<file path="src/logic/dmmch_map.svh">
`ifndef DMMCH_MAP_SVH
`define DMMCH_MAP_SVH
// register word indices (byte address = index * 4)
`define DMMCH_IDX_MODE 2'h0
`define DMMCH_IDX_CMD 2'h1
`define DMMCH_IDX_STATUS 2'h2
`define DMMCH_IDX_STATE 2'h3
// command register fields
`define DMMCH_OP_LSB 0
`define DMMCH_OP_MSB 3
`define DMMCH_BLK_LSB 4
`define DMMCH_BLK_MSB 8
// outbound command words and bits
`define DMMCH_CW_DISABLE 16'h0000
`define DMMCH_CW_SHUTDOWN 16'h0006
`define DMMCH_CW_SWITCHON 16'h0007
`define DMMCH_CW_ENABLE 16'h000f
`define DMMCH_CW_START 16'h020f
`define DMMCH_CW_RESUME 16'h004f
`define DMMCH_CW_CLRLIM 16'h001f
`define DMMCH_CW_SEQ 16'h0010
`define DMMCH_CW_HALT 16'h0100
`define DMMCH_CW_GO_BIT 9
`define DMMCH_CW_ENABLE_NIB 4'hf
// inbound state words
`define DMMCH_ST_DISABLED 16'h0050
`define DMMCH_ST_READY 16'h0031
`define DMMCH_ST_SWON 16'h0033
`define DMMCH_ST_SWON_LO 8'h33
`define DMMCH_ST_OPEN_LO 8'h37
`define DMMCH_ST_POS_LO 12'h337
`define DMMCH_ST_TARGET_BIT 10
// mode selection values
`define DMMCH_MODE_TABLE 16'hffff
`define DMMCH_MODE_LIMIT 16'hfffe
`define DMMCH_MODE_RESET 16'h0000
// bus answers
`define DMMCH_RESP_OKAY 2'h0
`define DMMCH_RESP_SLVERR 2'h2
`endif

</file>
<file path="src/logic/dmmch_pkg.sv">
package dmmch_pkg;
	typedef logic [15:0] dmmch_word_t;
	typedef enum logic [2:0] {
		ST_IDLE = 3'h0,
		ST_DISV = 3'h1,
		ST_SHUT = 3'h3,
		ST_SWON = 3'h2,
		ST_ENOP = 3'h6,
		ST_READY = 3'h7
	} dmmch_state_e;
	typedef enum logic [3:0] {
		OP_NONE = 4'h0,
		OP_POWERUP = 4'h1,
		OP_START = 4'h2,
		OP_START_SEQ = 4'h3,
		OP_RESUME = 4'h4,
		OP_RESUME_SEQ = 4'h5,
		OP_STOP = 4'h6,
		OP_CLEARLIM = 4'h7,
		OP_HALT = 4'h8,
		OP_RELEASE = 4'h9,
		OP_DISABLE = 4'ha
	} dmmch_op_e;
endpackage

</file>
<file path="src/logic/dmmch_host.sv">
// Chosen here: the address map and the AXI4-Lite register port.
`include "dmmch_map.svh"

// Functional notes
// - send 0x0000, 0x0006, 0x0007, 0x000F in order, each after its status reply.
// - table travel mode needs mode word 0xFFFF before the command sequence.
// - 0x020F starts block 1 as single motion.
// - block-select bits 15..11 pick block; 0x0A0F block 2, 0x120F block 3.
// - 0x021F starts an automatic sequence at block 1.
// - 0x004F resumes the interrupted block as single motion.
// - 0x005F resumes the interrupted block as automatic sequence.
// - bit 9 held high through positioning; clearing it interrupts motion.
// - mode word may change safely while 0x0007 is active.
// - check status 0xnn33 before changing mode; never while enabled. Here mode also goes out unchecked while 0x0000 is sent.
// - motion state changes only while command low nibble is all ones.
// - mode value 0xFFFE (minus two) selects limit-switch clearing.
module dmmch_host #(
	parameter int ADDR_W = 8
) (
	input logic clk,
	input logic reset,
	input logic [ADDR_W-1:0] s_axi_awaddr,
	input logic s_axi_awvalid,
	output logic s_axi_awready,
	input logic [31:0] s_axi_wdata,
	input logic [3:0] s_axi_wstrb,
	input logic s_axi_wvalid,
	output logic s_axi_wready,
	output logic [1:0] s_axi_bresp,
	output logic s_axi_bvalid,
	input logic s_axi_bready,
	input logic [ADDR_W-1:0] s_axi_araddr,
	input logic s_axi_arvalid,
	output logic s_axi_arready,
	output logic [31:0] s_axi_rdata,
	output logic [1:0] s_axi_rresp,
	output logic s_axi_rvalid,
	input logic s_axi_rready,
	output dmmch_pkg::dmmch_word_t outboundProcessWordOne,
	output dmmch_pkg::dmmch_word_t outboundModeSelectWord,
	input dmmch_pkg::dmmch_word_t inboundProcessWordOne,
	input dmmch_pkg::dmmch_word_t inboundModeDisplayWord
);
	import dmmch_pkg::*;

	logic awready_reg, wready_reg, bvalid_reg, arready_reg, rvalid_reg;
	logic [1:0] bresp_reg, rresp_reg;
	logic [31:0] rdata_reg, wdata_reg;
	logic [3:0] wstrb_reg;
	logic [ADDR_W-1:0] awaddr_reg;
	logic [31:0] syncA_reg, syncB_reg, syncC_reg, inStable_reg;
	dmmch_word_t cmdOut_reg, modeOut_reg, mode_reg;
	dmmch_state_e state_reg;
	logic refused_reg;
	logic wrEn, cmdPulse, cmdOk, awMapped, arMapped;
	dmmch_op_e opIn;
	logic [4:0] blkIn;
	dmmch_word_t statWord, dispWord, startWord, seqBit;
	logic posActive, targetReached, busy, modePending;

	assign s_axi_awready = awready_reg;
	assign s_axi_wready = wready_reg;
	assign s_axi_bvalid = bvalid_reg;
	assign s_axi_bresp = bresp_reg;
	assign s_axi_arready = arready_reg;
	assign s_axi_rvalid = rvalid_reg;
	assign s_axi_rdata = rdata_reg;
	assign s_axi_rresp = rresp_reg;
	assign outboundProcessWordOne = cmdOut_reg;
	assign outboundModeSelectWord = modeOut_reg;

	// address and data are taken independently; the write acts once both are held
	always_ff @(posedge clk) begin
		if (reset) begin
			awready_reg <= 1'b1;
			awaddr_reg <= '0;
		end else if (s_axi_awvalid && awready_reg) begin
			awready_reg <= 1'b0;
			awaddr_reg <= s_axi_awaddr;
		end else if (bvalid_reg && s_axi_bready) begin
			awready_reg <= 1'b1;
		end
	end

	always_ff @(posedge clk) begin
		if (reset) begin
			wready_reg <= 1'b1;
			wdata_reg <= 32'h0;
			wstrb_reg <= 4'h0;
		end else if (s_axi_wvalid && wready_reg) begin
			wready_reg <= 1'b0;
			wdata_reg <= s_axi_wdata;
			wstrb_reg <= s_axi_wstrb;
		end else if (bvalid_reg && s_axi_bready) begin
			wready_reg <= 1'b1;
		end
	end

	assign wrEn = !awready_reg && !wready_reg && !bvalid_reg;
	assign awMapped = (awaddr_reg[ADDR_W-1:4] == '0);
	assign arMapped = (s_axi_araddr[ADDR_W-1:4] == '0);

	always_ff @(posedge clk) begin
		if (reset) begin
			bvalid_reg <= 1'b0;
			bresp_reg <= `DMMCH_RESP_OKAY;
		end else if (wrEn) begin
			bvalid_reg <= 1'b1;
			bresp_reg <= awMapped ? `DMMCH_RESP_OKAY : `DMMCH_RESP_SLVERR;
		end else if (s_axi_bready) begin
			bvalid_reg <= 1'b0;
		end
	end

	always_ff @(posedge clk) begin
		if (reset) begin
			mode_reg <= `DMMCH_MODE_RESET;
		end else if (wrEn && awMapped && awaddr_reg[3:2] == `DMMCH_IDX_MODE) begin
			if (wstrb_reg[0]) begin
				mode_reg[7:0] <= wdata_reg[7:0];
			end
			if (wstrb_reg[1]) begin
				mode_reg[15:8] <= wdata_reg[15:8];
			end
		end
	end

	assign cmdPulse = wrEn && awMapped && awaddr_reg[3:2] == `DMMCH_IDX_CMD && wstrb_reg[0];
	assign opIn = dmmch_op_e'(wdata_reg[`DMMCH_OP_MSB:`DMMCH_OP_LSB]);
	assign blkIn = wdata_reg[`DMMCH_BLK_MSB:`DMMCH_BLK_LSB];

	// inbound words cross from the fieldbus side; a bit changes once stages B and C agree
	always_ff @(posedge clk) begin
		if (reset) begin
			syncA_reg <= 32'h0;
			syncB_reg <= 32'h0;
			syncC_reg <= 32'h0;
			inStable_reg <= 32'h0;
		end else begin
			syncA_reg <= {inboundModeDisplayWord, inboundProcessWordOne};
			syncB_reg <= syncA_reg;
			syncC_reg <= syncB_reg;
			inStable_reg <= (~(syncB_reg ^ syncC_reg) & syncC_reg) |
				((syncB_reg ^ syncC_reg) & inStable_reg);
		end
	end

	assign statWord = inStable_reg[15:0];
	assign dispWord = inStable_reg[31:16];
	assign posActive = (statWord[11:0] == `DMMCH_ST_POS_LO);
	assign targetReached = statWord[`DMMCH_ST_TARGET_BIT];
	assign busy = (state_reg != ST_IDLE) && (state_reg != ST_READY);
	assign modePending = (mode_reg != modeOut_reg);
	assign seqBit = (opIn == OP_START_SEQ || opIn == OP_RESUME_SEQ) ? `DMMCH_CW_SEQ : 16'h0000;
	assign startWord = `DMMCH_CW_START | {blkIn, 11'h000} | seqBit;

	always_comb begin
		cmdOk = 1'b0;
		unique case (opIn)
			OP_NONE, OP_DISABLE: cmdOk = 1'b1;
			OP_POWERUP: cmdOk = (state_reg == ST_IDLE);
			// a start needs bit 9 low first so the drive sees a rising edge
			OP_START, OP_START_SEQ: cmdOk = (state_reg == ST_READY) &&
				(modeOut_reg == `DMMCH_MODE_TABLE) && !cmdOut_reg[`DMMCH_CW_GO_BIT];
			// a resume word drops bit 9, so it must not cut a running positioning short
			OP_RESUME, OP_RESUME_SEQ: cmdOk = (state_reg == ST_READY) &&
				(modeOut_reg == `DMMCH_MODE_TABLE) &&
				!cmdOut_reg[`DMMCH_CW_GO_BIT];
			OP_CLEARLIM: cmdOk = (state_reg == ST_READY) &&
				(modeOut_reg == `DMMCH_MODE_LIMIT);
			OP_STOP, OP_HALT, OP_RELEASE: cmdOk = (state_reg == ST_READY);
			default: cmdOk = 1'b0;
		endcase
	end

	// power-up stepping and the command word sent to the drive
	always_ff @(posedge clk) begin
		if (reset) begin
			state_reg <= ST_IDLE;
			cmdOut_reg <= `DMMCH_CW_DISABLE;
		end else if (cmdPulse && cmdOk && opIn == OP_DISABLE) begin
			state_reg <= ST_IDLE;
			cmdOut_reg <= `DMMCH_CW_DISABLE;
		end else if (cmdPulse && cmdOk && opIn == OP_POWERUP) begin
			state_reg <= ST_DISV;
			cmdOut_reg <= `DMMCH_CW_DISABLE;
		end else begin
			unique case (state_reg)
				ST_IDLE: begin
				end
				ST_DISV: if (statWord == `DMMCH_ST_DISABLED) begin
					state_reg <= ST_SHUT;
					cmdOut_reg <= `DMMCH_CW_SHUTDOWN;
				end
				ST_SHUT: if (statWord == `DMMCH_ST_READY) begin
					state_reg <= ST_SWON;
					cmdOut_reg <= `DMMCH_CW_SWITCHON;
				end
				// enabling waits until any pending mode change has gone out
				ST_SWON: if (statWord == `DMMCH_ST_SWON && !modePending) begin
					state_reg <= ST_ENOP;
					cmdOut_reg <= `DMMCH_CW_ENABLE;
				end
				ST_ENOP: if (statWord[7:0] == `DMMCH_ST_OPEN_LO) begin
					state_reg <= ST_READY;
				end
				ST_READY: if (cmdPulse && cmdOk) begin
					unique case (opIn)
						OP_START, OP_START_SEQ: cmdOut_reg <= startWord;
						OP_RESUME, OP_RESUME_SEQ: cmdOut_reg <= `DMMCH_CW_RESUME | seqBit;
						OP_STOP: cmdOut_reg <= `DMMCH_CW_ENABLE;
						OP_CLEARLIM: cmdOut_reg <= `DMMCH_CW_CLRLIM;
						OP_HALT: cmdOut_reg <= cmdOut_reg | `DMMCH_CW_HALT;
						OP_RELEASE: cmdOut_reg <= cmdOut_reg & ~`DMMCH_CW_HALT;
						default: begin
						end
					endcase
				end
			endcase
		end
	end

	// mode goes out only with voltage disabled or switched on confirmed
	always_ff @(posedge clk) begin
		if (reset) begin
			modeOut_reg <= `DMMCH_MODE_RESET;
		end else if (cmdOut_reg == `DMMCH_CW_DISABLE ||
			(cmdOut_reg == `DMMCH_CW_SWITCHON && statWord[7:0] == `DMMCH_ST_SWON_LO)) begin
			modeOut_reg <= mode_reg;
		end
	end

	always_ff @(posedge clk) begin
		if (reset) begin
			refused_reg <= 1'b0;
		end else if (cmdPulse) begin
			refused_reg <= !cmdOk;
		end
	end

	always_ff @(posedge clk) begin
		if (reset) begin
			arready_reg <= 1'b1;
			rvalid_reg <= 1'b0;
			rdata_reg <= 32'h0;
			rresp_reg <= `DMMCH_RESP_OKAY;
		end else if (s_axi_arvalid && arready_reg) begin
			arready_reg <= 1'b0;
			rvalid_reg <= 1'b1;
			rresp_reg <= arMapped ? `DMMCH_RESP_OKAY : `DMMCH_RESP_SLVERR;
			rdata_reg <= 32'h0;
			if (arMapped) begin
				unique case (s_axi_araddr[3:2])
					`DMMCH_IDX_MODE: rdata_reg <= {dispWord, mode_reg};
					`DMMCH_IDX_CMD: rdata_reg <= {16'h0000, cmdOut_reg};
					`DMMCH_IDX_STATUS: rdata_reg <= {dispWord, statWord};
					`DMMCH_IDX_STATE: rdata_reg <= {24'h0, modePending, refused_reg,
						targetReached, posActive, busy, state_reg};
				endcase
			end
		end else if (rvalid_reg && s_axi_rready) begin
			rvalid_reg <= 1'b0;
			arready_reg <= 1'b1;
		end
	end
endmodule

</file>
<file path="config.mk">
export PLATFORM = sky130hd
export DESIGN_NAME = dmmch_host
export DESIGN_NICKNAME = d
export VERILOG_FILES = /design/src/logic/dmmch_pkg.sv /design/src/logic/dmmch_host.sv
export VERILOG_INCLUDE_DIRS = /design/src /design/src/logic
export SDC_FILE = /design/constraint.sdc
export NUM_CORES = 1
export LEC_CHECK = 0
export BUFFER_PORTS_ARGS = -buffer_cell sky130_fd_sc_hd__buf_2
export CORE_MARGIN = 8
export CORE_UTILIZATION = 45
export DETAILED_ROUTE_END_ITERATION = 10
export PLACE_DENSITY = 0.7
export SLEW_MARGIN = 20
export SYNTH_ARGS = -nofsm -noshare
export SYNTH_HDL_FRONTEND = slang
export SYNTH_SLANG_ARGS = --single-unit
</file>
<file path="constraint.sdc">
create_clock -name clk -period 2.17 [get_ports clk]
set_clock_uncertainty 0.2 [all_clocks]
set_input_delay 0.1085 -clock clk [delete_from_list [all_inputs] [get_ports clk]]
set_output_delay 0.1085 -clock clk [all_outputs]
set_load 0.005 [all_outputs]
</file>
==> results by group <==
Floorplanning
  • Core ar.: 0.01883 sq mm
  • FP Rows: 50
  • Die area: 0.02396 sq mm
  • Initial core utilization: 46.04%
  • Die W: 154.8 microns
  • Io pins: 164
  • Die height: 154.8 microns

Min path
  • Worst Hold Path Cells: 3
  • HP Class: in -> reg

STA
  • Sum Neg Setup Slack: -0.05802 ns
  • RSZ-0062 raised after global routing: true
  • Slew Viols, Final: 0
  • Slew headroom: 58.08%
  • Final setup violation count: 6
  • Count of final hold-check violations: 0
  • Peak Freq: 0.4538 GHz
  • Slew @ Worst Pin: 0.6273 ns
  • Worst setup margin: -0.03343 ns
  • Fin crit period: 2.203 ns
  • Final worst-path cycle share: 101.5%

Yosys
  • Netlist cell types: 52
  • Post-synth top cells: dfxtp_1, nor2b_1, nand2_1
  • Synth area leader: dfxtp_1
  • Syn. warnings: 0
  • Yosys reg bits: 239
  • Top area cells in the synthesized netlist: dfxtp_1, nor2b_1, mux2i_1
  • Syn Area/Cell: 9.517 sq um
  • Sequential area share after synthesis: 55.19%
  • Share of the synthesized area in the top cell type: 55.19%
  • Most used DFF post-synth: dfxtp_1
  • Post-Syn Area: 0.008670 sq mm
  • Syn Inst Count: 911
  • Number of flops mapped to enable cells by yosys: 0
  • Ys async rst share: 0%
  • Count leader, synth: dfxtp_1

Outcome
  • Outcome: finished, violations left
  • Failing checks: negative setup slack

Worst setup path
  • R2R depth: 8
  • CP Data Required Time: 2.41 ns
  • Worst path cell trace: buf_4, or3_1, a2bb2oi_1, a21boi_2, and3_1, o211a_1, buf_12, mux2i_1
  • Crit. End Element: register
  • Reg2Reg Setup Slack: -0.03 ns
  • Arrival time worst endpoint: 2.45 ns
  • CP max FO: 7
  • Critical path type: reg -> reg
  • CP max stage delay: 0.34 ns
  • Startpoint types: register
  • CP max-delay cell: dfxtp_1

CTS
  • Total CTS buffers: 25
  • Worst skew pair latency: 0.52 ns
  • Sink Count: 239
  • Reg clk slew, reported paths: 0.06 ns
  • Clock Tree Buf Depth: 3
  • Htree depth: 1
  • Clock Tree Root: clkbuf_16
  • CTS tree: built

Drt
  • Vias: 7316
  • Wirelength, routed: 22530 microns
  • Routed vias/inst: 4.973
  • DR pass1 iterations: 4
  • DR WL/cell: 15.31 microns
  • Routed Antenna Nets: 0
  • Initial DRC count: 351
  • DRC Markers: 0

Placement
  • Setup slack at placement: -0.08743 ns
  • GP Congestion: 0.8415
  • HPWL Detailed: 15250 microns
  • IO Port Bufs: 136

GRT
  • Largest net degree at the start of global routing: 64
  • Vias in the first global route: 7176
  • First-pass GRT wire length: 36160 microns
  • Total grt overflow: 0
  • Initial antenna violation count: 1
  • Gr usage total: 18.37%

Power and ir drop
  • IR drop worst, VDD: 616.0 uV
  • P per Cell Area: 789.6 mW/mm^2
  • Leak Pwr: 0.005149 uW

Finish
  • Final core occ: 64.00%
  • Final nets: 1283
  • Filler Cells Inserted: 1484
  • Synthesis-to-finish area growth: 39.01%
  • Layout cells sized above 1: 24.48%

Job
  • Number of max-cap violations: 0
## routing by layer
metal  GRT usage (%)  vias up  wire length, microns
li1                -     3677                     -
met5               0        -                     0
met3           3.511       32                  1260
met1           22.75     3439                  9712
met2           31.59      168                 11100
met4           5.926        0                   454
## kinds of logic after synthesis
family / synth area share [%]
buf+inv: 3.637
compound gates: 12.17
xor+xnor: 1.818
other cells: 0.04325
simple gates: 20.68
flops: 55.19
mux: 6.465
## placed cells by master (no fill, tap or decap), types with 32 or more instances in the layout
cell             n
dfxtp_1        229
buf_2          135
nor2b_1        100
nand2_1         98
dlygate4sd3_1   88
buf_4           74
nor2_1          73
a21oi_1         71
mux2i_1         47
o21ai_0         46
a22oi_1         32
## metrics by stage
stage	instance area, sq um	hold slack [ns]	total power (uW)	std cells
after floorplan	8685	0.03668	4907	915
after global placement	10100	0.1171	5072	1334
after detailed placement	10100	0.1202	5085	1334
after CTS	11900	0.03685	9586	1469
after global routing	12050	0.06722	9850	1471
final	12050	0.06911	9516	1471
## report_power, final
| group | internal [uW] | total, uW | switching, uW |
|---|---|---|---|
| registers | 4500 | 4560 | 60.3 |
| clock network | 2720 | 4380 | 1660 |
| logic | 302 | 572 | 271 |
## critical path: cells and delay by family (launching register included)
family	cells	cell delay [ns]
AND/OR/NAND/NOR	2	0.55
AO/OA/AOI/OAI	3	0.55
flip-flops	1	0.34
buffers and inverters	2	0.30
multiplexers	1	0.19
## area by class of cell
type / instances / area (sq um) / area share [%]
well taps: 260 / 325.3 / 2.699
diodes: 2 / 5.005 / 0.04153
inverters: 10 / 37.54 / 0.3115
repair buffers: 308 / 2288 / 18.99
multi-input cells: 608 / 3731 / 30.96
clock inverters: 6 / 120.1 / 0.9967
clock buffers: 38 / 744.5 / 6.177
flip-flops and latches: 239 / 4800 / 39.83
## worst paths after layout
check | from | to
worst max register to register | wdata_reg[3] | outboundProcessWordOne[4]
worst min register to register | syncA_reg[9] | syncB_reg[9]
worst max-delay path | wdata_reg[3] | outboundProcessWordOne[4]
worst min-delay path | s_axi_wvalid | s_axi_wready
## timing repair
action,CTS,global route
endpoints found under the hold margin,110,0
gates resized for setup,5,32
buffers inserted,3,1
hold buffers,88,0
pin swaps,6,16
setup endpoints to repair,15,18
(Power assumes the default switching activity.)
